<file path="src/logic/core_pkg.sv">
// constants, enums and the command carrier of the execution slice
// assumes one core clock shared with sram, flash and io space
package core_pkg;
  // cycle counts per instruction group
  localparam logic [1:0] CYC_ONE = 2'h1;
  localparam logic [1:0] CYC_BR_TAKEN = 2'h2;
  localparam logic [1:0] CYC_MEM = 2'h2;
  localparam logic [1:0] CYC_PROG = 2'h3;
  localparam logic [1:0] CYC_STACK = 2'h2;
  localparam logic [1:0] CYC_IO_BIT = 2'h2;
  // status bit positions
  localparam int unsigned SREG_C = 0;
  localparam int unsigned SREG_Z = 1;
  localparam int unsigned SREG_N = 2;
  localparam int unsigned SREG_V = 3;
  localparam int unsigned SREG_T = 6;
  localparam int unsigned SREG_I = 7;
  // reset values
  localparam logic [7:0] SREG_RESET = 8'h00;
  localparam logic [15:0] PC_RESET = 16'h0000;
  localparam logic [15:0] SP_RESET = 16'h00FF;
  // low byte index of each pointer pair, and of r0
  localparam logic [4:0] X_IDX = 5'h1A;
  localparam logic [4:0] Y_IDX = 5'h1C;
  localparam logic [4:0] Z_IDX = 5'h1E;
  localparam logic [4:0] R0_IDX = 5'h00;

  typedef enum logic [4:0] {
    op_nop, op_branch_overflow_clear, op_branch_irq_enabled,
    op_branch_irq_disabled, op_mov, op_ldi, op_load_indirect,
    op_memory_write_indirect, op_load_direct, op_memory_write_direct,
    op_program_memory_read, op_push, op_pop, op_io_bit_set,
    op_io_bit_clear, op_rotate_left_carry, op_rotate_right_carry,
    op_t_flag_capture, op_t_flag_deposit, op_status_write
  } op_e;
  typedef enum logic [1:0] {am_plain, am_post_inc, am_pre_dec, am_disp}
    mode_e;
  typedef enum logic [1:0] {ptr_x, ptr_y, ptr_z} ptr_e;
  typedef enum logic {st_idle, st_busy} state_e;

  // one decoded instruction
  typedef struct packed {
    op_e op;
    mode_e mode;
    ptr_e ptr;
    logic use_r0;
    logic [4:0] rd;
    logic [4:0] rr;
    logic [5:0] q;
    logic [2:0] bitn;
    logic [5:0] io;
    logic [15:0] k;
    logic [6:0] off;
  } cmd_s;
endpackage

</file>
<file path="src/logic/bit_unit.sv">
// rotate, bit transfer and io bit modify datapath
// assumes operand and op are selected by the caller
`timescale 1ns/1ps
module bit_unit import core_pkg::*; (
  input logic [7:0] i_val,
  input op_e i_op,
  input logic i_c,
  input logic i_t,
  input logic [2:0] i_bitn,
  output logic [7:0] o_res,
  output logic o_c,
  output logic o_t,
  output logic o_z,
  output logic o_n,
  output logic o_v
);
  logic [7:0] mask; // one-hot bit select
  assign mask = 8'h01 << i_bitn;
  // result per op
  assign o_res =
    (i_op == op_rotate_left_carry) ? {i_val[6:0], i_c} :
    (i_op == op_rotate_right_carry) ? {i_c, i_val[7:1]} :
    (i_op == op_io_bit_set) ? (i_val | mask) :
    (i_op == op_io_bit_clear) ? (i_val & ~mask) :
    (i_op == op_t_flag_deposit) ?
      (i_t ? (i_val | mask) : (i_val & ~mask)) : i_val;
  // carry out of the rotates
  assign o_c = (i_op == op_rotate_left_carry) ? i_val[7] : i_val[0];
  assign o_t = i_val[i_bitn];
  assign o_z = (o_res == 8'h00);
  assign o_n = o_res[7];
  assign o_v = o_n ^ o_c;
endmodule

</file>
<file path="src/logic/exec_core.sv">
// execution slice: branches, data moves, flash read, stack, bit ops
// assumes sram, flash and io answer combinationally to held address
`timescale 1ns/1ps
module exec_core import core_pkg::*; (
  input logic i_mclk,
  input logic i_rst,
  input logic i_cmd_valid,
  input cmd_s i_cmd,
  input logic [7:0] i_dmem_rdata,
  input logic [7:0] i_pmem_rdata,
  input logic [7:0] i_io_rdata,
  output logic o_ready,
  output logic o_done,
  output logic [15:0] o_pc,
  output logic [15:0] o_sp,
  output logic [7:0] o_sreg,
  output logic [15:0] o_dmem_addr,
  output logic o_dmem_re,
  output logic o_dmem_we,
  output logic [7:0] o_dmem_wdata,
  output logic [15:0] o_pmem_addr,
  output logic o_pmem_re,
  output logic [5:0] o_io_addr,
  output logic o_io_re,
  output logic o_io_we,
  output logic [7:0] o_io_wdata
);
  // low byte index of a pointer pair
  function automatic logic [4:0] ptr_base(input ptr_e p);
    ptr_base = (p == ptr_x) ? X_IDX : (p == ptr_y) ? Y_IDX : Z_IDX;
  endfunction

  // architectural state
  logic [7:0] rf [32]; // register file
  logic [15:0] pc; // program counter
  logic [15:0] sp; // stack pointer
  logic [7:0] sreg; // status flags
  state_e state; // idle or multi-cycle
  logic [1:0] remain; // cycles left
  cmd_s cur; // command in flight
  logic ready; // accepts a command
  logic done; // completion pulse
  // memory port flops
  logic [15:0] dmem_addr;
  logic dmem_re;
  logic dmem_we;
  logic [7:0] dmem_wdata;
  logic [15:0] pmem_addr;
  logic pmem_re;
  logic [5:0] io_addr;
  logic io_re;
  logic io_we;
  logic [7:0] io_wdata;

  // next values
  state_e next_state;
  logic [1:0] next_remain;
  logic [15:0] next_pc;
  logic [15:0] next_sp;
  logic [7:0] next_sreg;
  logic next_done;
  logic [15:0] next_dmem_addr;
  logic next_dmem_re;
  logic next_dmem_we;
  logic [7:0] next_dmem_wdata;
  logic [15:0] next_pmem_addr;
  logic next_pmem_re;
  logic [5:0] next_io_addr;
  logic next_io_re;
  logic next_io_we;
  logic [7:0] next_io_wdata;
  logic [1:0] cyc; // cycles of the taken command
  // register file write ports
  logic rf_we;
  logic [4:0] rf_widx;
  logic [7:0] rf_wdata;
  logic ptr_we;
  logic [4:0] ptr_idx;
  logic [15:0] ptr_wdata;

  // decode of the offered command
  logic take; // command accepted this edge
  logic finish; // last edge of a multi-cycle command
  logic [4:0] pidx; // selected pointer low index
  logic [4:0] pidx_hi; // selected pointer high index
  logic [15:0] ptr_val; // selected pointer value
  logic [15:0] ea; // effective data address
  logic [15:0] ptr_new; // stepped pointer
  logic stepping; // mode changes the pointer
  logic [7:0] rd_val; // destination operand
  logic [7:0] rr_val; // source operand
  logic br_taken; // branch condition true
  logic [15:0] br_target; // relative target
  logic [15:0] pc_next1; // next word
  logic [15:0] pc_next2; // skip second word
  logic [4:0] lpm_dst; // flash read destination

  assign take = ready & i_cmd_valid;
  assign finish = (state == st_busy) & (remain == 2'h1);
  // flash reads always go through z
  assign pidx = (i_cmd.op == op_program_memory_read) ? Z_IDX :
    ptr_base(i_cmd.ptr);
  assign pidx_hi = pidx + 5'h01;
  assign ptr_val = {rf[pidx_hi], rf[pidx]};
  assign stepping = (i_cmd.mode == am_post_inc) |
    (i_cmd.mode == am_pre_dec);
  assign rd_val = rf[i_cmd.rd];
  assign rr_val = rf[i_cmd.rr];
  assign br_taken =
    ((i_cmd.op == op_branch_overflow_clear) & ~sreg[SREG_V]) |
    ((i_cmd.op == op_branch_irq_enabled) & sreg[SREG_I]) |
    ((i_cmd.op == op_branch_irq_disabled) & ~sreg[SREG_I]);
  assign br_target = pc + {{9{i_cmd.off[6]}}, i_cmd.off} + 16'h0001;
  assign pc_next1 = pc + 16'h0001;
  assign pc_next2 = pc + 16'h0002;
  assign lpm_dst = cur.use_r0 ? R0_IDX : cur.rd;

  ptr_unit u_ptr (
    .i_ptr(ptr_val),
    .i_mode(i_cmd.mode),
    .i_q(i_cmd.q),
    .o_addr(ea),
    .o_ptr(ptr_new)
  );

  // bit unit sees io data while an io bit op finishes
  logic bu_io; // io modify phase
  logic [7:0] bu_in;
  op_e bu_op;
  logic [2:0] bu_bitn;
  logic [7:0] bu_res;
  logic bu_c;
  logic bu_t;
  logic bu_z;
  logic bu_n;
  logic bu_v;
  assign bu_io = (state == st_busy);
  assign bu_in = bu_io ? i_io_rdata : rd_val;
  assign bu_op = bu_io ? cur.op : i_cmd.op;
  assign bu_bitn = bu_io ? cur.bitn : i_cmd.bitn;

  bit_unit u_bit (
    .i_val(bu_in),
    .i_op(bu_op),
    .i_c(sreg[SREG_C]),
    .i_t(sreg[SREG_T]),
    .i_bitn(bu_bitn),
    .o_res(bu_res),
    .o_c(bu_c),
    .o_t(bu_t),
    .o_z(bu_z),
    .o_n(bu_n),
    .o_v(bu_v)
  );

  // sequencing and datapath control
  always_comb begin
    next_state = state;
    next_remain = remain;
    next_pc = pc;
    next_sp = sp;
    next_sreg = sreg;
    next_done = 1'b0;
    next_dmem_addr = dmem_addr;
    next_dmem_re = dmem_re;
    next_dmem_we = 1'b0;
    next_dmem_wdata = dmem_wdata;
    next_pmem_addr = pmem_addr;
    next_pmem_re = pmem_re;
    next_io_addr = io_addr;
    next_io_re = io_re;
    next_io_we = 1'b0;
    next_io_wdata = io_wdata;
    cyc = CYC_ONE;
    rf_we = 1'b0;
    rf_widx = i_cmd.rd;
    rf_wdata = 8'h00;
    ptr_we = 1'b0;
    ptr_idx = pidx;
    ptr_wdata = ptr_new;
    if (take) begin
      next_pc = pc_next1;
      case (i_cmd.op)
        // conditional relative branches
        op_branch_overflow_clear, op_branch_irq_enabled,
        op_branch_irq_disabled: begin
          if (br_taken) begin
            next_pc = br_target;
            cyc = CYC_BR_TAKEN;
          end
        end
        // register copy and immediate load
        op_mov: begin
          rf_we = 1'b1;
          rf_wdata = rr_val;
        end
        op_ldi: begin
          rf_we = 1'b1;
          rf_wdata = i_cmd.k[7:0];
        end
        // indirect load, data caught on the last edge
        op_load_indirect: begin
          next_dmem_addr = ea;
          next_dmem_re = 1'b1;
          ptr_we = stepping;
          cyc = CYC_MEM;
        end
        // indirect store
        op_memory_write_indirect: begin
          next_dmem_addr = ea;
          next_dmem_we = 1'b1;
          next_dmem_wdata = rr_val;
          ptr_we = stepping;
          cyc = CYC_MEM;
        end
        // direct forms carry a second word
        op_load_direct: begin
          next_pc = pc_next2;
          next_dmem_addr = i_cmd.k;
          next_dmem_re = 1'b1;
          cyc = CYC_MEM;
        end
        op_memory_write_direct: begin
          next_pc = pc_next2;
          next_dmem_addr = i_cmd.k;
          next_dmem_we = 1'b1;
          next_dmem_wdata = rr_val;
          cyc = CYC_MEM;
        end
        // flash byte read through z
        op_program_memory_read: begin
          next_pmem_addr = ptr_val;
          next_pmem_re = 1'b1;
          ptr_we = (i_cmd.mode == am_post_inc);
          cyc = CYC_PROG;
        end
        // stack grows downward, push writes then lowers
        op_push: begin
          next_dmem_addr = sp;
          next_dmem_we = 1'b1;
          next_dmem_wdata = rr_val;
          next_sp = sp - 16'h0001;
          cyc = CYC_STACK;
        end
        op_pop: begin
          next_sp = sp + 16'h0001;
          next_dmem_addr = sp + 16'h0001;
          next_dmem_re = 1'b1;
          cyc = CYC_STACK;
        end
        // io read now, modified write on the last edge
        op_io_bit_set, op_io_bit_clear: begin
          next_io_addr = i_cmd.io;
          next_io_re = 1'b1;
          cyc = CYC_IO_BIT;
        end
        // rotates through carry
        op_rotate_left_carry, op_rotate_right_carry: begin
          rf_we = 1'b1;
          rf_wdata = bu_res;
          next_sreg[SREG_C] = bu_c;
          next_sreg[SREG_Z] = bu_z;
          next_sreg[SREG_N] = bu_n;
          next_sreg[SREG_V] = bu_v;
        end
        // bit transfer flag
        op_t_flag_capture: begin
          next_sreg[SREG_T] = bu_t;
        end
        op_t_flag_deposit: begin
          rf_we = 1'b1;
          rf_wdata = bu_res;
        end
        // whole status write for setup
        op_status_write: begin
          next_sreg = i_cmd.k[7:0];
        end
        default: begin
          next_pc = pc_next1;
        end
      endcase
      // one-cycle commands finish at once
      if (cyc == CYC_ONE) begin
        next_done = 1'b1;
      end else begin
        next_state = st_busy;
        next_remain = cyc - 2'h1;
      end
    end else if (finish) begin
      next_state = st_idle;
      next_remain = 2'h0;
      next_done = 1'b1;
      next_dmem_re = 1'b0;
      next_pmem_re = 1'b0;
      next_io_re = 1'b0;
      rf_widx = cur.rd;
      case (cur.op)
        // capture read data into the destination
        op_load_indirect, op_load_direct, op_pop: begin
          rf_we = 1'b1;
          rf_wdata = i_dmem_rdata;
        end
        op_program_memory_read: begin
          rf_we = 1'b1;
          rf_widx = lpm_dst;
          rf_wdata = i_pmem_rdata;
        end
        // write back with one bit forced
        op_io_bit_set, op_io_bit_clear: begin
          next_io_we = 1'b1;
          next_io_wdata = bu_res;
        end
        default: begin
          rf_we = 1'b0;
        end
      endcase
    end else if (state == st_busy) begin
      next_remain = remain - 2'h1;
    end
  end

  // register file, pointer write lands on both bytes
  always_ff @(posedge i_mclk) begin
    if (i_rst) begin
      for (int i = 0; i < 32; i++) begin
        rf[i] <= 8'h00;
      end
    end else begin
      if (ptr_we) begin
        rf[ptr_idx] <= ptr_wdata[7:0];
        rf[ptr_idx + 5'h01] <= ptr_wdata[15:8];
      end
      if (rf_we) begin
        rf[rf_widx] <= rf_wdata;
      end
    end
  end

  // control state
  always_ff @(posedge i_mclk) begin
    if (i_rst) begin
      state <= st_idle;
      remain <= 2'h0;
      ready <= 1'b1;
      done <= 1'b0;
      pc <= PC_RESET;
      sp <= SP_RESET;
      sreg <= SREG_RESET;
      cur <= '0;
    end else begin
      state <= next_state;
      remain <= next_remain;
      ready <= (next_state == st_idle);
      done <= next_done;
      pc <= next_pc;
      sp <= next_sp;
      sreg <= next_sreg;
      if (take) begin
        cur <= i_cmd;
      end
    end
  end

  // memory and io port flops
  always_ff @(posedge i_mclk) begin
    if (i_rst) begin
      dmem_addr <= 16'h0000;
      dmem_re <= 1'b0;
      dmem_we <= 1'b0;
      dmem_wdata <= 8'h00;
      pmem_addr <= 16'h0000;
      pmem_re <= 1'b0;
      io_addr <= 6'h00;
      io_re <= 1'b0;
      io_we <= 1'b0;
      io_wdata <= 8'h00;
    end else begin
      dmem_addr <= next_dmem_addr;
      dmem_re <= next_dmem_re;
      dmem_we <= next_dmem_we;
      dmem_wdata <= next_dmem_wdata;
      pmem_addr <= next_pmem_addr;
      pmem_re <= next_pmem_re;
      io_addr <= next_io_addr;
      io_re <= next_io_re;
      io_we <= next_io_we;
      io_wdata <= next_io_wdata;
    end
  end

  // outputs straight from flops
  assign o_ready = ready;
  assign o_done = done;
  assign o_pc = pc;
  assign o_sp = sp;
  assign o_sreg = sreg;
  assign o_dmem_addr = dmem_addr;
  assign o_dmem_re = dmem_re;
  assign o_dmem_we = dmem_we;
  assign o_dmem_wdata = dmem_wdata;
  assign o_pmem_addr = pmem_addr;
  assign o_pmem_re = pmem_re;
  assign o_io_addr = io_addr;
  assign o_io_re = io_re;
  assign o_io_we = io_we;
  assign o_io_wdata = io_wdata;
endmodule

</file>
<file path="src/logic/ptr_unit.sv">
// effective address and updated pointer for indirect forms
// assumes pointer value already read from the register file
`timescale 1ns/1ps
module ptr_unit import core_pkg::*; (
  input logic [15:0] i_ptr,
  input mode_e i_mode,
  input logic [5:0] i_q,
  output logic [15:0] o_addr,
  output logic [15:0] o_ptr
);
  logic [15:0] inc; // pointer plus one
  logic [15:0] dec; // pointer minus one
  logic [15:0] disp; // pointer plus displacement
  assign inc = i_ptr + 16'h0001;
  assign dec = i_ptr - 16'h0001;
  assign disp = i_ptr + {10'h000, i_q};
  // pre-dec addresses the lowered pointer
  assign o_addr = (i_mode == am_pre_dec) ? dec :
    (i_mode == am_disp) ? disp : i_ptr;
  // only the stepping forms change the pointer
  assign o_ptr = (i_mode == am_post_inc) ? inc :
    (i_mode == am_pre_dec) ? dec : i_ptr;
endmodule
</file>
<file path="config.mk">
export PLATFORM = sky130hd
export DESIGN_NAME = exec_core
export DESIGN_NICKNAME = d
export VERILOG_FILES = /design/src/logic/core_pkg.sv /design/src/logic/bit_unit.sv /design/src/logic/exec_core.sv /design/src/logic/ptr_unit.sv
export SDC_FILE = /design/constraint.sdc
export NUM_CORES = 1
export LEC_CHECK = 0
export BUFFER_PORTS_ARGS = -buffer_cell sky130_fd_sc_hd__buf_2
export CELL_PAD_IN_SITES_DETAIL_PLACEMENT = 1
export CELL_PAD_IN_SITES_GLOBAL_PLACEMENT = 2
export CORE_MARGIN = 2
export CORE_UTILIZATION = 40
export CTS_BUF_LIST = sky130_fd_sc_hd__clkbuf_16
export DETAILED_ROUTE_END_ITERATION = 8
export GPL_ROUTABILITY_DRIVEN = 0
export GPL_TIMING_DRIVEN = 0
export PLACE_DENSITY_LB_ADDON = 0.1
export SYNTH_ARGS = -nofsm -noshare
export SYNTH_HDL_FRONTEND = slang
export SYNTH_HIERARCHICAL = 1
export SYNTH_SLANG_ARGS = --single-unit
</file>
<file path="constraint.sdc">
create_clock -name i_mclk -period 4.95 [get_ports i_mclk]
set_input_delay 0.99 -clock i_mclk [delete_from_list [all_inputs] [get_ports i_mclk]]
set_output_delay 0.99 -clock i_mclk [all_outputs]
set_load 0.03 [all_outputs]
</file>
==> impl_summary.log <==
INFO  metric fin_crit_sh = between 90% and 100%
INFO  metric fillers = about 6400
INFO  metric grt_first_pass_wirelength = roughly 140000 µm
INFO  metric routed_wl = around 95000 µm
INFO  metric min_from = cur[29]
INFO  metric drt_iter0_markers = about 2100
INFO  metric timing.final.hold_violations = 0
INFO  metric first_global_vias = slightly above 20000
INFO  metric rsz_0062_raised_after_global_routing = true
INFO  metric detailedPlacementHpwl = roughly 73000 µm
INFO  metric floorplan.die_area = between 50000 and 60000 µm²
INFO  metric grt_overflow = 0
INFO  metric fp-row-count = 88
INFO  metric final.setup_skew = around 0.023 ns
INFO  metric drt_first_pass_iters = 6
INFO  metric synth-edff-count = 256
INFO  metric power_density = 324 nW/µm²
INFO  metric initial_core_util = 40.3%
INFO  metric gr-usage-met1 = approximately 45%
INFO  metric synth_top_area_share = 33.2%
INFO  metric yosysTopAreaCell = sky130_fd_sc_hd__edfxtp_1
INFO  metric global_route.usage.met3 = 5.88%
INFO  metric power.leakage = 10.1 nW
INFO  metric grt_use_met2 = 48.7%
INFO  metric timing.fmax = 202 MHz
INFO  metric final_max_slew_viol_count = 0
INFO  metric portBuffers = between 150 and 200
INFO  metric total_setup_violations_reported_at_the_end_of_the_flow = 0
INFO  metric detail_route.vias_per_cell = between 6 and 7
INFO  metric synthTopCellsByArea = sky130_fd_sc_hd__edfxtp_1 33%, sky130_fd_sc_hd__mux4_2 14%, sky130_fd_sc_hd__dfxtp_1 10%
INFO  metric cts.clk_slew.worst_paths = roughly 0.060 ns
INFO  metric worst_path_most_repeated_cell = sky130_fd_sc_hd__buf_6
INFO  metric min_path_type = reg2reg
INFO  metric yosys_most_used_dff = sky130_fd_sc_hd__edfxtp_1
INFO  metric timing.critical_path.from = i_cmd[43]
INFO  metric timing.critical_path.required = roughly 5.3 ns
INFO  metric wl_per_cell = about 29 µm
INFO  metric worst_slew_pin_slew = around 1.3 ns
INFO  metric tritoncts_clock_tree = done
INFO  metric htreeDepth = 2
INFO  metric cts-root-to-sink-buffers = 3
INFO  metric worst_skew_pair.late_latency = 0.61 ns
INFO  metric ys.warnings.count = 6
INFO  metric synth-async-reset-ratio = 0%
INFO  metric die_x = between 200 and 250 µm
INFO  metric post_synth_num_cell_types = 97
INFO  metric layout.cell_area.non_filler = about 27000 µm²
INFO  metric timing.setup.critical_path_class = in2reg
INFO  metric critPathCaptureType = flip-flop
INFO  metric postSynthAreaPerCell = roughly 10 µm²
INFO  metric worst_ep_arrival_time = roughly 5.3 ns
INFO  metric syn-cell-area = about 23000 µm²
INFO  metric drc_errors = 0
INFO  metric ir_worst_vdd = about 300 µV
INFO  metric ctsHoldBuffers = 0
INFO  metric global_route.peak_usage_layer = met2
INFO  metric final_core_util = 46.4%
INFO  metric critical_path.cell_chain = buf_2 -> buf_6 -> buf_6 -> mux4_2 -> mux4_2 -> mux2i_1 -> o21ai_0 -> o211ai_1 -> a41oi_1 -> a2bb2oi_2 -> o2111ai_2 -> o21ai_2 -> buf_4 -> buf_6 -> nor2_1
INFO  metric tns = 0 ns
INFO  metric slew_headroom = a little over a tenth
INFO  metric cts_root_buffer = sky130_fd_sc_hd__clkbuf_16
INFO  metric cap_violations = 0
INFO  metric timing.critical_path.slowest_cell_delay = 0.58 ns
INFO  metric synthCells = around 2200
INFO  metric ys_seq_area_share = 43.4%
INFO  metric post_dp_cell_area = approximately 25000 µm²
INFO  metric globalRouteTotalUtil = 31.4%
INFO  metric boundaryPins = between 150 and 200
INFO  metric synth_net_count = between 2000 and 2500
INFO  metric cts_inserted_buffers = between 40 and 50
INFO  metric antenna_cells = 0
INFO  metric fin_crit_period = 4.95 ns
INFO  metric largest_net_degree_at_the_start_of_global_routing = 14
INFO  metric worstPathMaxFanout = 10
INFO  metric critical_path.reg2reg.startpoint = bu_io
INFO  metric proportion_of_layout_cells_with_a_drive_suffix_above_1 = between 20% and 30%
INFO  metric via_count = a little over 20000
INFO  metric core_area = between 50000 and 60000 µm²
INFO  metric outcome = complete, no violations
INFO  metric ant_nets = 0
INFO  metric grt_antenna_before_repair = 1
INFO  metric layout-area-overhead-vs-synth = 15.3%
INFO  metric critPathLaunchType = input pin
INFO  metric synth.ff_latch_count = between 300 and 400
INFO  metric nets_finish = 2564
INFO  metric cp_slowest_cell = sky130_fd_sc_hd__mux4_2
INFO  metric clock_sink_count = 374
INFO  metric die_boundary_height = between 200 and 250 µm
cell type report:
class,count,area [µm²],share of cell area (%)
well taps,765,957,3.59
clock buffers,45,1130,4.22
clock inverters,37,415,1.56
inverters,34,128,0.478
plain buffers,173,936,3.51
flip-flops and latches,374,10000,37.7
multi-input cells,1641,12200,45.6
repair buffers,178,893,3.35
metal layers:
metal  routed length [µm]  vias to the layer above
met4                 3340                        0
li1                     -                     8807
met1                40900                    10400
met3                 8190                      171
met5                    0                        -
met2                42900                      912
final timing paths:
kind              slack, ns       end  cells after the start
setup / recovery      0.001  rf[2][1]                     15
hold / removal         0.46   cur[29]                      2
setup reg to reg       0.48  rf[5][4]                     14
hold reg to reg        0.46   cur[29]                      2
flip-flops by register name (all words and copies together) (netlist names), 2 cells and up:
signal	cells
o_dmem_addr	16
o_pmem_addr	16
cur	14
o_dmem_wdata	8
remain	2
o_sreg	8
o_pc	16
o_io_wdata	8
o_io_addr	6
o_sp	16
rf	256
cell usage after synthesis, drive strengths merged (9+ instances only):
cell    count
nand4      12
a22oi      15
mux4      146
o21ai      86
a311oi      9
nand2     213
o22ai      53
xnor2      37
nand3      36
nor3       35
nand2b     47
a21oi     134
nor4       14
buf        89
edfxtp    256
nor2b      16
and3       23
mux2i      53
ha         30
inv        34
a22o       29
dfxtp     118
clkbuf     84
a222oi      9
xor2       32
nor2      395
a31oi      21
mux2       12
a211oi     15
or3        20
stage by stage:
stage | hold WS [ns] | instances | power [mW] | setup WS (ns)
after floorplan | 0.433 | 2222 | 4.52 | 0.512
after global placement | 0.439 | 3163 | 5.08 | -1.36
after detailed placement | 0.447 | 3163 | 5.11 | -1.44
after CTS | 0.457 | 3245 | 8.63 | 0.00494
after global routing | 0.485 | 3247 | 8.89 | -0.0320
final | 0.455 | 3247 | 8.64 | 0.00130
timing repair:
item / in CTS / in global routing
setup endpoints to repair: 253 / 149
buffers inserted: 0 / 1
pin swaps: 0 / 1
resized for setup: 22 / 32
logic make-up after synthesis:
family,count (synthesis),synth area share [%]
xor+xnor,69,2.61
fa+ha+maj,32,1.79
compound gates,467,13.6
simple gates,862,17.1
mux,211,17.1
flops,374,43.4
buf+inv,207,4.38
where the power goes:
group          internal (mW)  leakage [nW]  total [mW]  switching, mW
Sequential              3.44          3.60        3.54          0.100
Combinational          0.535          5.68        1.55           1.02
Clock                   2.09         0.774        3.55           1.46
worst max-delay path, delay by kind of cell:
kind                   cells  cell delay, ns
AND/OR/NAND/NOR            1            0.07
buffers and inverters      5            1.15
multiplexers               3            1.40
AO/OA/AOI/OAI              6            1.61
placed cells by master, fill, tap and decap left out, types with 19 or more instances in the layout:
master and instances:
sky130_fd_sc_hd__nor2_1 391, sky130_fd_sc_hd__edfxtp_1 256, sky130_fd_sc_hd__buf_2 217, sky130_fd_sc_hd__nand2_1 209, sky130_fd_sc_hd__mux4_2 146, sky130_fd_sc_hd__a21oi_1 123
sky130_fd_sc_hd__dfxtp_1 118, sky130_fd_sc_hd__o21ai_0 70, sky130_fd_sc_hd__clkbuf_1 69, sky130_fd_sc_hd__mux2i_1 53, sky130_fd_sc_hd__o22ai_1 53, sky130_fd_sc_hd__nand2b_1 47
sky130_fd_sc_hd__clkbuf_16 45, sky130_fd_sc_hd__inv_1 44, sky130_fd_sc_hd__xnor2_1 37, sky130_fd_sc_hd__nand3_1 36, sky130_fd_sc_hd__nor3_1 33, sky130_fd_sc_hd__xor2_1 32
sky130_fd_sc_hd__ha_1 30, sky130_fd_sc_hd__a22o_1 29, sky130_fd_sc_hd__and3_1 22, sky130_fd_sc_hd__a31oi_1 21, sky130_fd_sc_hd__buf_6 19, sky130_fd_sc_hd__or3_1 19
Power figures use the tool's default switching activity.
